**src/rpl_pkg.sv**
```systemverilog
// package for the external reset pin logic: register map, field positions,
// reset values, state codes and default cycle counts.
// assumes a single 25 MHz clock and an APB register port.
package rpl_pkg;

  // clock
  localparam int unsigned CLK_HZ = 25000000;
  localparam int unsigned CLK_PERIOD_NS = 1000000000 / CLK_HZ;

  // pin filter: consecutive low samples that accept an external pulse
  localparam int unsigned PIN_LOW_SAMPLES = 3;
  // cycles the filter stays blind after the pin is released by us
  localparam logic [1:0] PIN_BLANK_CYC = 2'h2;

  // default reset delays in cycles, one per source
  localparam int unsigned EXT_TIMEOUT_CYC = 64;
  localparam int unsigned POR_DELAY_CYC = 64;
  localparam int unsigned BROWNOUT_DELAY_CYC = 64;
  localparam int unsigned WATCHDOG_DELAY_CYC = 64;
  localparam int unsigned CNT_W = 16;

  // register byte offsets
  localparam logic [7:0] CTRL_OFS = 8'h00;
  localparam logic [7:0] CAUSE_OFS = 8'h04;
  localparam logic [7:0] STATE_OFS = 8'h08;
  localparam logic [7:0] PORT_DIR_OFS = 8'h0C;
  localparam logic [7:0] PORT_ALT_OFS = 8'h10;
  localparam logic [7:0] INT_STATUS_OFS = 8'h14;
  localparam logic [7:0] INT_MASK_OFS = 8'h18;

  // control register fields
  localparam int unsigned CTRL_FORCE_BIT = 0;
  localparam int unsigned CTRL_D0_ALT_BIT = 1;

  // reset cause register fields
  localparam int unsigned CAUSE_EXT_BIT = 0;
  localparam int unsigned CAUSE_POR_BIT = 1;
  localparam int unsigned CAUSE_BROWNOUT_BIT = 2;
  localparam int unsigned CAUSE_WATCHDOG_BIT = 3;

  // state register fields
  localparam int unsigned STATE_IN_RESET_BIT = 0;
  localparam int unsigned STATE_PIN_LEVEL_BIT = 1;
  localparam int unsigned STATE_PIN_DRIVEN_BIT = 2;

  // interrupt status fields
  localparam int unsigned INT_EXT_DONE_BIT = 0;
  localparam int unsigned INT_INT_DONE_BIT = 1;

  // port configuration: ports A, B, C, 8 pins each
  localparam int unsigned PORT_PINS = 24;
  localparam logic [23:0] PORT_DIR_RST = 24'hFFFFFF; // all inputs
  localparam logic [23:0] PORT_ALT_RST = 24'h000000; // alternates off
  localparam logic [3:0] CAUSE_RST = 4'h0;
  localparam logic [1:0] INT_RST = 2'h0;

  // sequencer states, one-hot
  typedef enum logic [2:0] {
    ST_RUN = 3'b001,
    ST_EXT = 3'b010,
    ST_INT = 3'b100
  } rpl_state_e;

  // all state of the main module
  typedef struct packed {
    rpl_state_e st;
    logic [CNT_W-1:0] cnt;
    logic [1:0] blank;
    logic drive;
    logic force_ind;
    logic d0_alt;
    logic [3:0] cause;
    logic [23:0] dir;
    logic [23:0] alt;
    logic [1:0] int_st;
    logic [1:0] int_mask;
    logic [31:0] prdata;
    logic pslverr;
  } rpl_main_s;

  // all state of the pin filter
  typedef struct packed {
    logic sync1;
    logic sync2;
    logic [1:0] lowcnt;
    logic accept;
  } rpl_filt_s;

endpackage : rpl_pkg

```
**src/rpl_reset_pin.sv**
```systemverilog
// external reset pin logic: holds the chip in reset from the pin, drives the
// pin low as an open-drain indicator for internal resets, records the cause
// and sets the reset-default port configuration. APB register slave.
// assumes internal event inputs are one-cycle pulses on pclk and that the
// board pulls the pin high through a resistor.
//
// Summary of operation
// - ports A-C reset to inputs, alternates off
// - port D0 takes reset function at power-up
// - four-cycle low pulse always resets; three may
// - stay in reset while pin held low
// - long hold: leave reset right after release
// - external reset sets external cause flag
// - pin indicates reset as open-drain output
// - indicate internal resets too: power, brownout, watchdog
// - internal event starts pin drive immediately
// - drive pin until source delay has elapsed
//
// The register addresses and the APB slave port were decided locally.
`timescale 1ns/1ps
`default_nettype none

module rpl_reset_pin #(
  parameter int unsigned EXT_TIMEOUT = rpl_pkg::EXT_TIMEOUT_CYC,
  parameter int unsigned POR_DELAY = rpl_pkg::POR_DELAY_CYC,
  parameter int unsigned BROWNOUT_DELAY = rpl_pkg::BROWNOUT_DELAY_CYC,
  parameter int unsigned WATCHDOG_DELAY = rpl_pkg::WATCHDOG_DELAY_CYC
) (
  // clock and reset
  input wire logic pclk,
  input wire logic presetn,
  // apb slave
  input wire logic psel,
  input wire logic penable,
  input wire logic pwrite,
  input wire logic [7:0] paddr,
  input wire logic [31:0] pwdata,
  output logic [31:0] prdata,
  output logic pready,
  output logic pslverr,
  // reset pin, open drain
  input wire logic rst_pin_in,
  output logic rst_pin_out,
  output logic rst_pin_oe,
  // internal reset sources
  input wire logic power_on_reset,
  input wire logic supply_brownout_reset,
  input wire logic watchdog_timeout_reset,
  // chip side
  output logic sys_reset_n,
  output logic [23:0] port_dir,
  output logic [23:0] port_alt,
  output logic port_d0_reset_alt,
  output logic irq
);

  ////////////////////////////////////////////////////////////////////////////
  // parameter checks: every delay must fit the counter and be at least one
  localparam int unsigned CNT_MAX = (1 << rpl_pkg::CNT_W) - 1;
  if (EXT_TIMEOUT < 1 || EXT_TIMEOUT > CNT_MAX)
  begin : g_bad_ext
    $error("EXT_TIMEOUT out of range");
  end
  if (POR_DELAY < 1 || POR_DELAY > CNT_MAX)
  begin : g_bad_por
    $error("POR_DELAY out of range");
  end
  if (BROWNOUT_DELAY < 1 || BROWNOUT_DELAY > CNT_MAX)
  begin : g_bad_bo
    $error("BROWNOUT_DELAY out of range");
  end
  if (WATCHDOG_DELAY < 1 || WATCHDOG_DELAY > CNT_MAX)
  begin : g_bad_wd
    $error("WATCHDOG_DELAY out of range");
  end

  localparam logic [rpl_pkg::CNT_W-1:0] EXT_CNT = rpl_pkg::CNT_W'(EXT_TIMEOUT - 1);
  localparam logic [rpl_pkg::CNT_W-1:0] POR_CNT = rpl_pkg::CNT_W'(POR_DELAY - 1);
  localparam logic [rpl_pkg::CNT_W-1:0] BO_CNT = rpl_pkg::CNT_W'(BROWNOUT_DELAY - 1);
  localparam logic [rpl_pkg::CNT_W-1:0] WD_CNT = rpl_pkg::CNT_W'(WATCHDOG_DELAY - 1);

  rpl_pkg::rpl_main_s s_reg;
  rpl_pkg::rpl_main_s s_next;

  logic pin_level;
  logic low_accept;
  logic int_event;
  logic setup_ph;
  logic access_ph;
  logic wr_acc;
  logic rd_acc;
  logic mapped;
  logic [31:0] rd_val;

  ////////////////////////////////////////////////////////////////////////////
  // pin sampling; blind while we drive and shortly after, so our own low
  // level coming back through the synchroniser is never taken as external
  rpl_pin_filter u_filter (
    .pclk(pclk),
    .presetn(presetn),
    .pin_in(rst_pin_in),
    .ignore(s_reg.drive || s_reg.blank != 2'h0),
    .pin_level(pin_level),
    .low_accept(low_accept)
  );

  // bus phases
  assign setup_ph = psel && !penable;
  assign access_ph = psel && penable;
  assign wr_acc = access_ph && pwrite;
  assign rd_acc = access_ph && !pwrite;
  assign int_event = power_on_reset || supply_brownout_reset || watchdog_timeout_reset;

  // address decode and read value, sampled in the setup phase
  always_comb
  begin
    mapped = 1'b1;
    rd_val = 32'h00000000;
    case (paddr)
      rpl_pkg::CTRL_OFS:
      begin
        rd_val[rpl_pkg::CTRL_FORCE_BIT] = s_reg.force_ind;
        rd_val[rpl_pkg::CTRL_D0_ALT_BIT] = s_reg.d0_alt;
      end
      rpl_pkg::CAUSE_OFS: rd_val[3:0] = s_reg.cause;
      rpl_pkg::STATE_OFS:
      begin
        rd_val[rpl_pkg::STATE_IN_RESET_BIT] = (s_reg.st != rpl_pkg::ST_RUN);
        rd_val[rpl_pkg::STATE_PIN_LEVEL_BIT] = pin_level;
        rd_val[rpl_pkg::STATE_PIN_DRIVEN_BIT] = s_reg.drive;
      end
      rpl_pkg::PORT_DIR_OFS: rd_val[23:0] = s_reg.dir;
      rpl_pkg::PORT_ALT_OFS: rd_val[23:0] = s_reg.alt;
      rpl_pkg::INT_STATUS_OFS: rd_val[1:0] = s_reg.int_st;
      rpl_pkg::INT_MASK_OFS: rd_val[1:0] = s_reg.int_mask;
      default: mapped = 1'b0;
    endcase
  end

  ////////////////////////////////////////////////////////////////////////////
  // next state
  always_comb
  begin
    s_next = s_reg;

    // read data and error are prepared in setup, held through access
    if (setup_ph)
    begin
      s_next.prdata = pwrite ? 32'h00000000 : rd_val;
      s_next.pslverr = !mapped;
    end

    // register writes take effect at the access edge
    if (wr_acc)
    begin
      case (paddr)
        rpl_pkg::CTRL_OFS:
        begin
          s_next.force_ind = pwdata[rpl_pkg::CTRL_FORCE_BIT];
          s_next.d0_alt = pwdata[rpl_pkg::CTRL_D0_ALT_BIT];
        end
        rpl_pkg::CAUSE_OFS: s_next.cause = s_reg.cause & ~pwdata[3:0]; // write 1 clears
        rpl_pkg::PORT_DIR_OFS: s_next.dir = pwdata[23:0];
        rpl_pkg::PORT_ALT_OFS: s_next.alt = pwdata[23:0];
        rpl_pkg::INT_MASK_OFS: s_next.int_mask = pwdata[1:0];
        default: s_next.int_mask = s_reg.int_mask;
      endcase
    end

    // reading the interrupt status clears it; events below still win
    if (rd_acc && paddr == rpl_pkg::INT_STATUS_OFS)
      s_next.int_st = 2'h0;

    if (s_reg.blank != 2'h0)
      s_next.blank = s_reg.blank - 2'h1;

    // sequencer
    case (s_reg.st)
      rpl_pkg::ST_RUN:
      begin
        if (low_accept)
        begin
          s_next.st = rpl_pkg::ST_EXT;
          s_next.cnt = EXT_CNT;
        end
      end
      rpl_pkg::ST_EXT:
      begin
        if (s_reg.cnt != '0)
          s_next.cnt = s_reg.cnt - 1'b1;
        // stay while the pin is low; leave on the first edge that sees it high
        else if (pin_level)
        begin
          s_next.st = rpl_pkg::ST_RUN;
          s_next.cause[rpl_pkg::CAUSE_EXT_BIT] = 1'b1;
          s_next.int_st[rpl_pkg::INT_EXT_DONE_BIT] = 1'b1;
        end
      end
      rpl_pkg::ST_INT:
      begin
        // pin held low until the source delay has run out
        if (s_reg.cnt != '0)
          s_next.cnt = s_reg.cnt - 1'b1;
        else
        begin
          s_next.st = rpl_pkg::ST_RUN;
          s_next.blank = rpl_pkg::PIN_BLANK_CYC;
          s_next.int_st[rpl_pkg::INT_INT_DONE_BIT] = 1'b1;
        end
      end
      default:
      begin
        s_next.st = rpl_pkg::ST_RUN;
        s_next.cnt = '0;
      end
    endcase

    // an internal event overrides everything and restarts its own delay
    if (int_event)
    begin
      s_next.st = rpl_pkg::ST_INT;
      if (power_on_reset)
        s_next.cnt = POR_CNT;
      else if (supply_brownout_reset)
        s_next.cnt = BO_CNT;
      else
        s_next.cnt = WD_CNT;
      s_next.cause[rpl_pkg::CAUSE_POR_BIT] = s_next.cause[rpl_pkg::CAUSE_POR_BIT] || power_on_reset;
      s_next.cause[rpl_pkg::CAUSE_BROWNOUT_BIT] =
        s_next.cause[rpl_pkg::CAUSE_BROWNOUT_BIT] || supply_brownout_reset;
      s_next.cause[rpl_pkg::CAUSE_WATCHDOG_BIT] =
        s_next.cause[rpl_pkg::CAUSE_WATCHDOG_BIT] || watchdog_timeout_reset;
      // power-up gives port D0 back to the reset function
      if (power_on_reset)
        s_next.d0_alt = 1'b1;
    end

    // while in any reset, port configuration returns to its defaults
    if (s_next.st != rpl_pkg::ST_RUN)
    begin
      s_next.dir = rpl_pkg::PORT_DIR_RST;
      s_next.alt = rpl_pkg::PORT_ALT_RST;
    end

    // open-drain drive: internal resets from the event edge, or software force.
    // external resets are not driven back, or the pin would latch itself low
    s_next.drive = (s_next.st == rpl_pkg::ST_INT) || s_next.force_ind;
    // any release of the pin, forced or not, blinds the filter while our own
    // low level drains out of the synchroniser
    if (s_reg.drive && !s_next.drive)
      s_next.blank = rpl_pkg::PIN_BLANK_CYC;
  end

  ////////////////////////////////////////////////////////////////////////////
  // state register
  always_ff @(posedge pclk or negedge presetn)
  begin
    if (!presetn)
    begin
      s_reg <= '0;
      s_reg.st <= rpl_pkg::ST_RUN;
      s_reg.d0_alt <= 1'b1;
      s_reg.cause <= rpl_pkg::CAUSE_RST;
      s_reg.dir <= rpl_pkg::PORT_DIR_RST;
      s_reg.alt <= rpl_pkg::PORT_ALT_RST;
      s_reg.int_st <= rpl_pkg::INT_RST;
      s_reg.int_mask <= rpl_pkg::INT_RST;
    end
    else
      s_reg <= s_next;
  end

  // outputs
  assign prdata = s_reg.prdata;
  assign pslverr = s_reg.pslverr && access_ph;
  assign pready = 1'b1; // answers in the first access cycle
  assign rst_pin_out = 1'b0; // open drain: only ever pulls low
  assign rst_pin_oe = s_reg.drive;
  assign sys_reset_n = (s_reg.st == rpl_pkg::ST_RUN);
  assign port_dir = s_reg.dir;
  assign port_alt = s_reg.alt;
  assign port_d0_reset_alt = s_reg.d0_alt;
  assign irq = |(s_reg.int_st & s_reg.int_mask);

  ////////////////////////////////////////////////////////////////////////////
  // checks; they watch the registered state, so each |=> consequent describes
  // the edge after the one that took the antecedent
  a_port_default: assert property (@(posedge pclk) disable iff (!presetn)
    !sys_reset_n |-> port_dir == rpl_pkg::PORT_DIR_RST && port_alt == rpl_pkg::PORT_ALT_RST)
    else $error("ports not at default during reset");

  a_d0_power_up: assert property (@(posedge pclk) disable iff (!presetn)
    power_on_reset |=> port_d0_reset_alt)
    else $error("port D0 not on reset function after power-up");

  a_accept_enters: assert property (@(posedge pclk) disable iff (!presetn)
    sys_reset_n && low_accept && !int_event |=> !sys_reset_n)
    else $error("accepted pulse did not start reset");

  a_hold_low_pin: assert property (@(posedge pclk) disable iff (!presetn)
    s_reg.st == rpl_pkg::ST_EXT && !pin_level && !int_event |=> !sys_reset_n)
    else $error("left reset while pin low");

  a_leave_release: assert property (@(posedge pclk) disable iff (!presetn)
    s_reg.st == rpl_pkg::ST_EXT && s_reg.cnt == '0 && pin_level && !int_event
      |=> sys_reset_n ##0 s_reg.cause[rpl_pkg::CAUSE_EXT_BIT])
    else $error("no exit or cause flag after pin release");

  a_drive_now: assert property (@(posedge pclk) disable iff (!presetn)
    int_event |=> rst_pin_oe && !rst_pin_out)
    else $error("pin not driven after internal event");

  a_drive_hold: assert property (@(posedge pclk) disable iff (!presetn)
    s_reg.st == rpl_pkg::ST_INT |-> rst_pin_oe && !sys_reset_n)
    else $error("internal reset not indicated on pin");

  a_drive_length: assert property (@(posedge pclk) disable iff (!presetn)
    $rose(rst_pin_oe) && !s_reg.force_ind && s_reg.cnt == POR_CNT
      && $past(power_on_reset) && POR_DELAY <= 8
      |-> rst_pin_oe [*1] ##(POR_DELAY) !rst_pin_oe || $past(int_event))
    else $error("power-on drive length wrong");

  a_cnt_steps: assert property (@(posedge pclk) disable iff (!presetn)
    s_reg.st == rpl_pkg::ST_INT && s_reg.cnt != '0 && !int_event
      |=> s_reg.st == rpl_pkg::ST_INT && s_reg.cnt == $past(s_reg.cnt) - 1'b1)
    else $error("delay counter did not count down");

  // the pin is let go as soon as the delay has run out, unless software forces it
  a_int_exit: assert property (@(posedge pclk) disable iff (!presetn)
    s_reg.st == rpl_pkg::ST_INT && s_reg.cnt == '0 && !int_event
      && !s_reg.force_ind && !wr_acc |=> sys_reset_n && !rst_pin_oe)
    else $error("pin held past the reset delay");

  // a power-on event always leaves its cause, even against a clearing write
  a_cause_power: assert property (@(posedge pclk) disable iff (!presetn)
    power_on_reset |=> s_reg.cause[rpl_pkg::CAUSE_POR_BIT])
    else $error("power-on cause not recorded");

  // an external reset is not driven back unless software forces the pin, or the pin would hold itself low
  a_ext_no_drive: assert property (@(posedge pclk) disable iff (!presetn)
    s_reg.st == rpl_pkg::ST_EXT && !s_reg.force_ind |-> !rst_pin_oe)
    else $error("external reset driven back onto the pin");

endmodule : rpl_reset_pin

`default_nettype wire

```
**src/rpl_pin_filter.sv**
```systemverilog
// pin filter: two-flop synchroniser and low-pulse qualifier for the reset pin.
// assumes the pin input is released by the owner of ignore while it drives.
`timescale 1ns/1ps
`default_nettype none

module rpl_pin_filter (
  // clock and reset
  input wire logic pclk,
  input wire logic presetn,
  // pin side
  input wire logic pin_in,
  input wire logic ignore,
  // qualified results
  output logic pin_level,
  output logic low_accept
);

  rpl_pkg::rpl_filt_s s_reg;
  rpl_pkg::rpl_filt_s s_next;

  ////////////////////////////////////////////////////////////////////////////
  // next state: sync1 feeds sync2 only, everything else looks at sync2
  always_comb
  begin
    s_next = s_reg;
    s_next.sync1 = pin_in;
    s_next.sync2 = s_reg.sync1;
    if (ignore)
    begin
      // our own drive must not look like an external pulse
      s_next.lowcnt = 2'h0;
      s_next.accept = 1'b0;
    end
    else if (!s_reg.sync2)
    begin
      if (s_reg.lowcnt != 2'(rpl_pkg::PIN_LOW_SAMPLES))
        s_next.lowcnt = s_reg.lowcnt + 2'h1;
      // a level, not a pulse: a long hold keeps it up; three cycles may pass
      s_next.accept = (s_reg.lowcnt >= 2'(rpl_pkg::PIN_LOW_SAMPLES - 1));
    end
    else
    begin
      s_next.lowcnt = 2'h0;
      s_next.accept = 1'b0;
    end
  end

  // register the whole state; the pin idles high
  always_ff @(posedge pclk or negedge presetn)
  begin
    if (!presetn)
      s_reg <= '{sync1: 1'b1, sync2: 1'b1, lowcnt: 2'h0, accept: 1'b0};
    else
      s_reg <= s_next;
  end

  assign pin_level = s_reg.sync2;
  assign low_accept = s_reg.accept;

  ////////////////////////////////////////////////////////////////////////////
  // a pin held low for four cycles is accepted within a few cycles
  a_four_low_accept: assert property (@(posedge pclk) disable iff (!presetn)
    (!ignore && !pin_in)[*4] ##1 !ignore [*2] |-> ##[0:1] low_accept)
    else $error("four-cycle low pulse not accepted");

endmodule : rpl_pin_filter

`default_nettype wire

```
**config.mk**
```make
export PLATFORM = sky130hd
export DESIGN_NAME = rpl_reset_pin
export DESIGN_NICKNAME = d
export VERILOG_FILES = /design/src/rpl_pkg.sv /design/src/rpl_reset_pin.sv /design/src/rpl_pin_filter.sv
export SDC_FILE = /design/constraint.sdc
export NUM_CORES = 1
export LEC_CHECK = 0
export BUFFER_PORTS_ARGS = -buffer_cell sky130_fd_sc_hd__buf_4
export CAP_MARGIN = 10
export CORE_UTILIZATION = 25
export CTS_CLUSTER_DIAMETER = 150
export DETAILED_ROUTE_END_ITERATION = 7
export PLACE_DENSITY_LB_ADDON = 0.05
export SYNTH_ARGS = -nofsm -noshare
export SYNTH_HDL_FRONTEND = slang
export SYNTH_SLANG_ARGS = --single-unit
```
**constraint.sdc**
```tcl
create_clock -name pclk -period 4.7 [get_ports pclk]
set_input_delay 0.94 -clock pclk [delete_from_list [all_inputs] [get_ports pclk]]
set_output_delay 0.94 -clock pclk [all_outputs]
set_load 0.02 [all_outputs]
```
-- Yosys cells after proc, flatten, opt, wreduce, memory -nomap -nowiden
Cells that the tools add are included.
- multiply operators: 0
- bitwise operators: 3
- shift operators: 0
- add/sub/neg operators: 3
- muxes and demuxes: 37
- div/mod/pow operators: 0
- reductions and logical operators: 30
- equality and inequality tests: 14
- $lt $le $gt $ge: 1
- operators by type and width (kind ; number):
    $mux 24 ; 3
    $pmux 19 s3 ; 1
    $mux 54 ; 1
    $mux 48 ; 1
    $pmux 20 s2 ; 1
    $mux 19 ; 2
    $eq 8x5->1 const B ; 3
    $eq 8x4->1 const B ; 2
    $mux 16 ; 1
    $reduce_bool 16->1 ; 1
    $sub 16x1->16 const B ; 1
    $mux 3 ; 5
    $mux 2 ; 7
    $pmux 2 s7 ; 1
    $mux 1 ; 10
    $ne 3x1->1 const B ; 3
    $eq 8x3->1 const B ; 1
    $logic_not 8->1 ; 1
    $mux 4 ; 2
    $reduce_bool 2->1 ; 4
    $logic_and 1x1->1 ; 7
    $logic_or 1x1->1 ; 7
    $reduce_or 7->1 ; 1
    $eq 3x3->1 const B ; 2
    15 further kinds ; 20
- latch bits: 0
- flip-flop bits (word level): 118
- memories: 0
- output and inout bits: 87
- bits in writable memories: 0
- logic and storage cells: 105
- input bits: 49
- ROM bits: 0

-- Logic depth before layout (Yosys ltp)
- word-level depth: 9
- gate-level depth with buffers: 8

-- Hierarchy
A second synthesis with hierarchy kept.
- cell total of the unflattened synthesis: 620
- area, all modules: 6158.4 sq um
- by module, submodules not included (module ; sequential area each (sq um) ; cells an instance ; times used ; area an instance (sq um)):
    rpl_reset_pin ; 2660.1 ; 605 ; 1 ; 5957.0
    rpl_pin_filter ; 127.6 ; 15 ; 1 ; 201.4

-- Worst setup path after synthesis
No wires, ideal clock.
- path kind: input-to-reg
- start point: input port paddr[1]
- end point: register s_reg, in the netlist port_alt[10]
- buffers on the path: 2
- stages on the path: 6
- data required time: 4.627 ns
- data arrival time: 2.263 ns
- path slack: 2.364 ns
- cell sequence: nor3_1 -> and4_1 -> clkbuf_1 -> clkbuf_1 -> nand2_1 -> a21oi_2
- word-level cells in the longest chain between the ends: 3
- ends and longest elaborated chain (what ; line ; text):
    start, declared ; rpl_reset_pin.sv:36 ; input wire logic [7:0] paddr,
    $eq 8x5->1 ; rpl_reset_pin.sv:156 ; case (paddr)
    $reduce_bool 2->1 (no line) ; n/a ;
    $reduce_and 2->1 (no line) ; n/a ;
    end signal, assigned ; rpl_reset_pin.sv:270 ; s_reg <= s_next;
    end, declared ; rpl_reset_pin.sv:82 ; rpl_pkg::rpl_main_s s_reg;
No other way between the ends.
A chain may end at the register's enable or synchronous reset.

-- Final worst setup path
- start point: register s_reg[94] in the netlist's numbering
- end point: register s_reg, in the netlist port_dir[1]
- word-level cells in the longest chain between the ends: 7
- ends and longest elaborated chain (what ; line ; text):
    $reduce_bool 16->1 * ; rpl_reset_pin.sv:189, rpl_reset_pin.sv:202 ;
    $mux 3, on equally long branches ; rpl_reset_pin.sv:202, rpl_reset_pin.sv:189 ;
    $pmux 19 s3 * ; rpl_reset_pin.sv:178 ; case (s_reg.st)
    $mux 19 * ; rpl_reset_pin.sv:219 ; if (int_event)
    $ne 3x1->1 * ; rpl_reset_pin.sv:239 ; if (s_next.st != rpl_pkg::ST_RUN)
    $reduce_bool 2->1 (no line) ; n/a ;
    $reduce_and 2->1 (no line) ; n/a ;
Mark *: on every way between the ends. The rest lies on a longest branch, timed or not.

==> results.yml <==
placed_design:
  post-place-ws_ns: 1.46
  routabilityCongestion: 0.738
  portBuffers: 117
  detailed_place_hpwl_um: 12600
die:
  fp.coreArea_um2: 24200
  die_height_um: 159
  ioPinCount: 136
  start_util_pct: 25.3
  die_w_um: 159
  fp-row-count: 57
  die_area_um2: 25200
outcome:
  outcome: "complete, no violations"
clock_tree:
  numClockSinks: 110
  cts-buffers-inserted: 9
  root_buffer: "clkbuf_16"
  cts_max_level: 3
  clk-insertion-delay-late_ns: 0.37
  cts_hold_buf: 0
  clk_pin_slew_ns: 0.08
  tritoncts: "done"
  cts_resized: 0
  clockBufferDepth: 2
  cts_setup_buffers: 0
sta:
  setup_viol: 0
  period_needed_ns: 3.02
  relSlewSlack_pct: 18.9
  hold_ws_ns: 0.358
  finClkSkew_ns: 0.00902
  hold_violations: 0
  fmax_mhz: 331
  rsz0062_at_grt: "false"
  drv_slew: 0
  tightest_slew_ns: 1.22
  layout_setup_ws_ns: 1.68
  tns_ns: 0
  fin_crit_sh_pct: 64.3
yosys:
  syn_inst: 642
  synth.distinct_cells: 75
  ys.flop_type: "dfrtp_1"
  async_flop_share_pct: 100
  yosysSeqAreaShare_pct: 45.4
  yosysTopAreaCell: "dfrtp_1"
  synthTopCellsByArea: "dfrtp_1 (33%), dfstp_2 (12%), buf_4 (10%)"
  synth_edf_count: 0
  syn_area_um2: 6150
  ys_warn_count: 0
  yosysTopAreaCellShare_pct: 33.4
  syn_area_per_cell_um2: 9.57
  ys_ff_latch: 110
power:
  sw_frac_of_total_pct: 25.2
  powerDensity_nw_per_um2: 265
  power_switching_uw: 469
  ir_drop_uv: 142
  p_comb_share_pct: 5.8
  p_leak_uw: 0.00297
  pwr-share-seq_pct: 51.3
  power.clock.fraction_pct: 42.9
  internal_power_uw: 1390
route:
  dr.pass1.iters: 4
  drcViolationCount: 0
  ant_nets: 0
  wl_per_cell_um: 18.2
  drt_iter0_markers: 170
  viasPerCell: 4.55
  finalWirelength_um: 18200
  vias: 4573
job:
  drv_cap: 0
final_layout:
  drive_gt1_share_pct: 34.9
  fin_util_pct: 29.0
  largest_reg_flops: 31
  area_delta_synth_final_pct: 14.3
  nets: 728
  seqCellArea_um2: 2790
  multi_input_area_um2: 2520
  diodes: 0
  fill_cells: 2616
setup_path:
  worst-setup-path-type: "register to register"
  cp_max_fo: 25
  max_stage_delay_ns: 0.95
  crit_chain: "inv_1, ha_1, or4b_4, nor4_4, buf_4, a22oi_4, clkinv_4, o211ai_1"
  crit_buf_inv: 3
  required_ns: 4.98
  cp_slowest_cell: "a22oi_4"
  worst_setup_path_start_kind: "register"
  worst_setup_path_end_kind: "register"
  cp_top_family: "compound AO/OA/AOI/OAI gates"
  cp.arrival_ns: 3.30
global_route:
  grt_start_max_net_pins: 44
  grt-ovfl-total: 0
  grt_pass1_vias: 4834
  antenna_found_initial: 0
  grt.total_usage_pct: 14.8
  grt_pass1_wl_um: 28800
min_path:
  holdCritPathClass: "register to register"
## cells in the mapped netlist, types with 7 or more instances
library cell,instances
o211ai_1,8
dfrtp_1,82
nand4_1,7
a21oi_1,17
clkbuf_1,19
nand3_1,10
dfstp_2,28
nand3_2,19
a22oi_1,22
buf_4,82
nor2_1,20
a21oi_2,20
o21ai_0,32
nor3_1,9
inv_1,7
nand2_1,136
## final cells by class
type	count	share of cell area, %
flip-flops and latches	110	39.7
repair buffers	130	13.9
clock buffers	11	3.60
inverters	8	0.499
well taps	324	5.77
clock inverters	5	0.677
multi-input cells	417	35.9
## cells in the final DEF, fill, tap and decap left out, types with 5 or more instances in the layout
master	count
dfrtp_1	82
nor3_1	9
or2_2	5
inv_1	7
and3_1	6
dfstp_2	28
buf_4	130
conb_1	10
a21oi_2	20
o211ai_1	8
a22oi_1	22
clkbuf_16	9
mux2i_1	5
nor2_1	20
nand4_1	7
o21ai_0	32
nand3_1	10
nand2_1	136
a21oi_1	17
nand3_2	19
## power groups by stage
| stage | Clock (uW) | Sequential, uW | Combinational (uW) |
|---|---|---|---|
| floorplan | 0 | 971 | 44.7 |
| global placement | 0 | 972 | 110 |
| detailed placement | 0 | 972 | 111 |
| CTS | 828 | 954 | 111 |
| global route | 863 | 955 | 119 |
| finish | 797 | 954 | 107 |
## worst paths after layout
path / startpoint / to / slack, ns / depth (start not counted)
max reg2reg: s_reg[94] / port_dir[1] / 1.68 / 8
min reg2reg: u_filter.s_next[3] / u_filter.pin_level / 0.36 / 0
max in group asynchronous: presetn / s_reg[96] / 3.06 / 2
max: s_reg[94] / port_dir[1] / 1.68 / 8
min in group asynchronous: presetn / prdata[17] / 0.56 / 1
min: u_filter.s_next[3] / u_filter.pin_level / 0.36 / 0
## per-stage QoR
stage               std cells  power (uW)  area, um2
global placement          989        1080       6720
CTS                      1005        1890       7020
finish                   1005        1860       7020
floorplan                 650        1020       6180
global route             1005        1940       7020
detailed placement        989        1080       6720
## logic make-up (layout without fill, tap and decap cells)
group / after synthesis / after routing / synth area share, %
other cells: 2 / 10 / 0.122
mux: 9 / 9 / 1.91
xor+xnor: 3 / 3 / 0.428
simple gates: 254 / 254 / 21.7
compound gates: 138 / 138 / 15.7
fa+ha+maj: 3 / 3 / 0.611
flops: 110 / 110 / 45.4
buf+inv: 123 / 154 / 14.1
## layer usage
metal | global-route usage (%) | wire (um) | up-vias
li1 | - | - | 2218
met1 | 20.0 | 8650 | 2239
met2 | 24.3 | 8810 | 105
met3 | 3.08 | 641 | 11
met4 | 3.00 | 144 | 0
met5 | 0 | 0 | -
(Power assumes the default switching activity.)
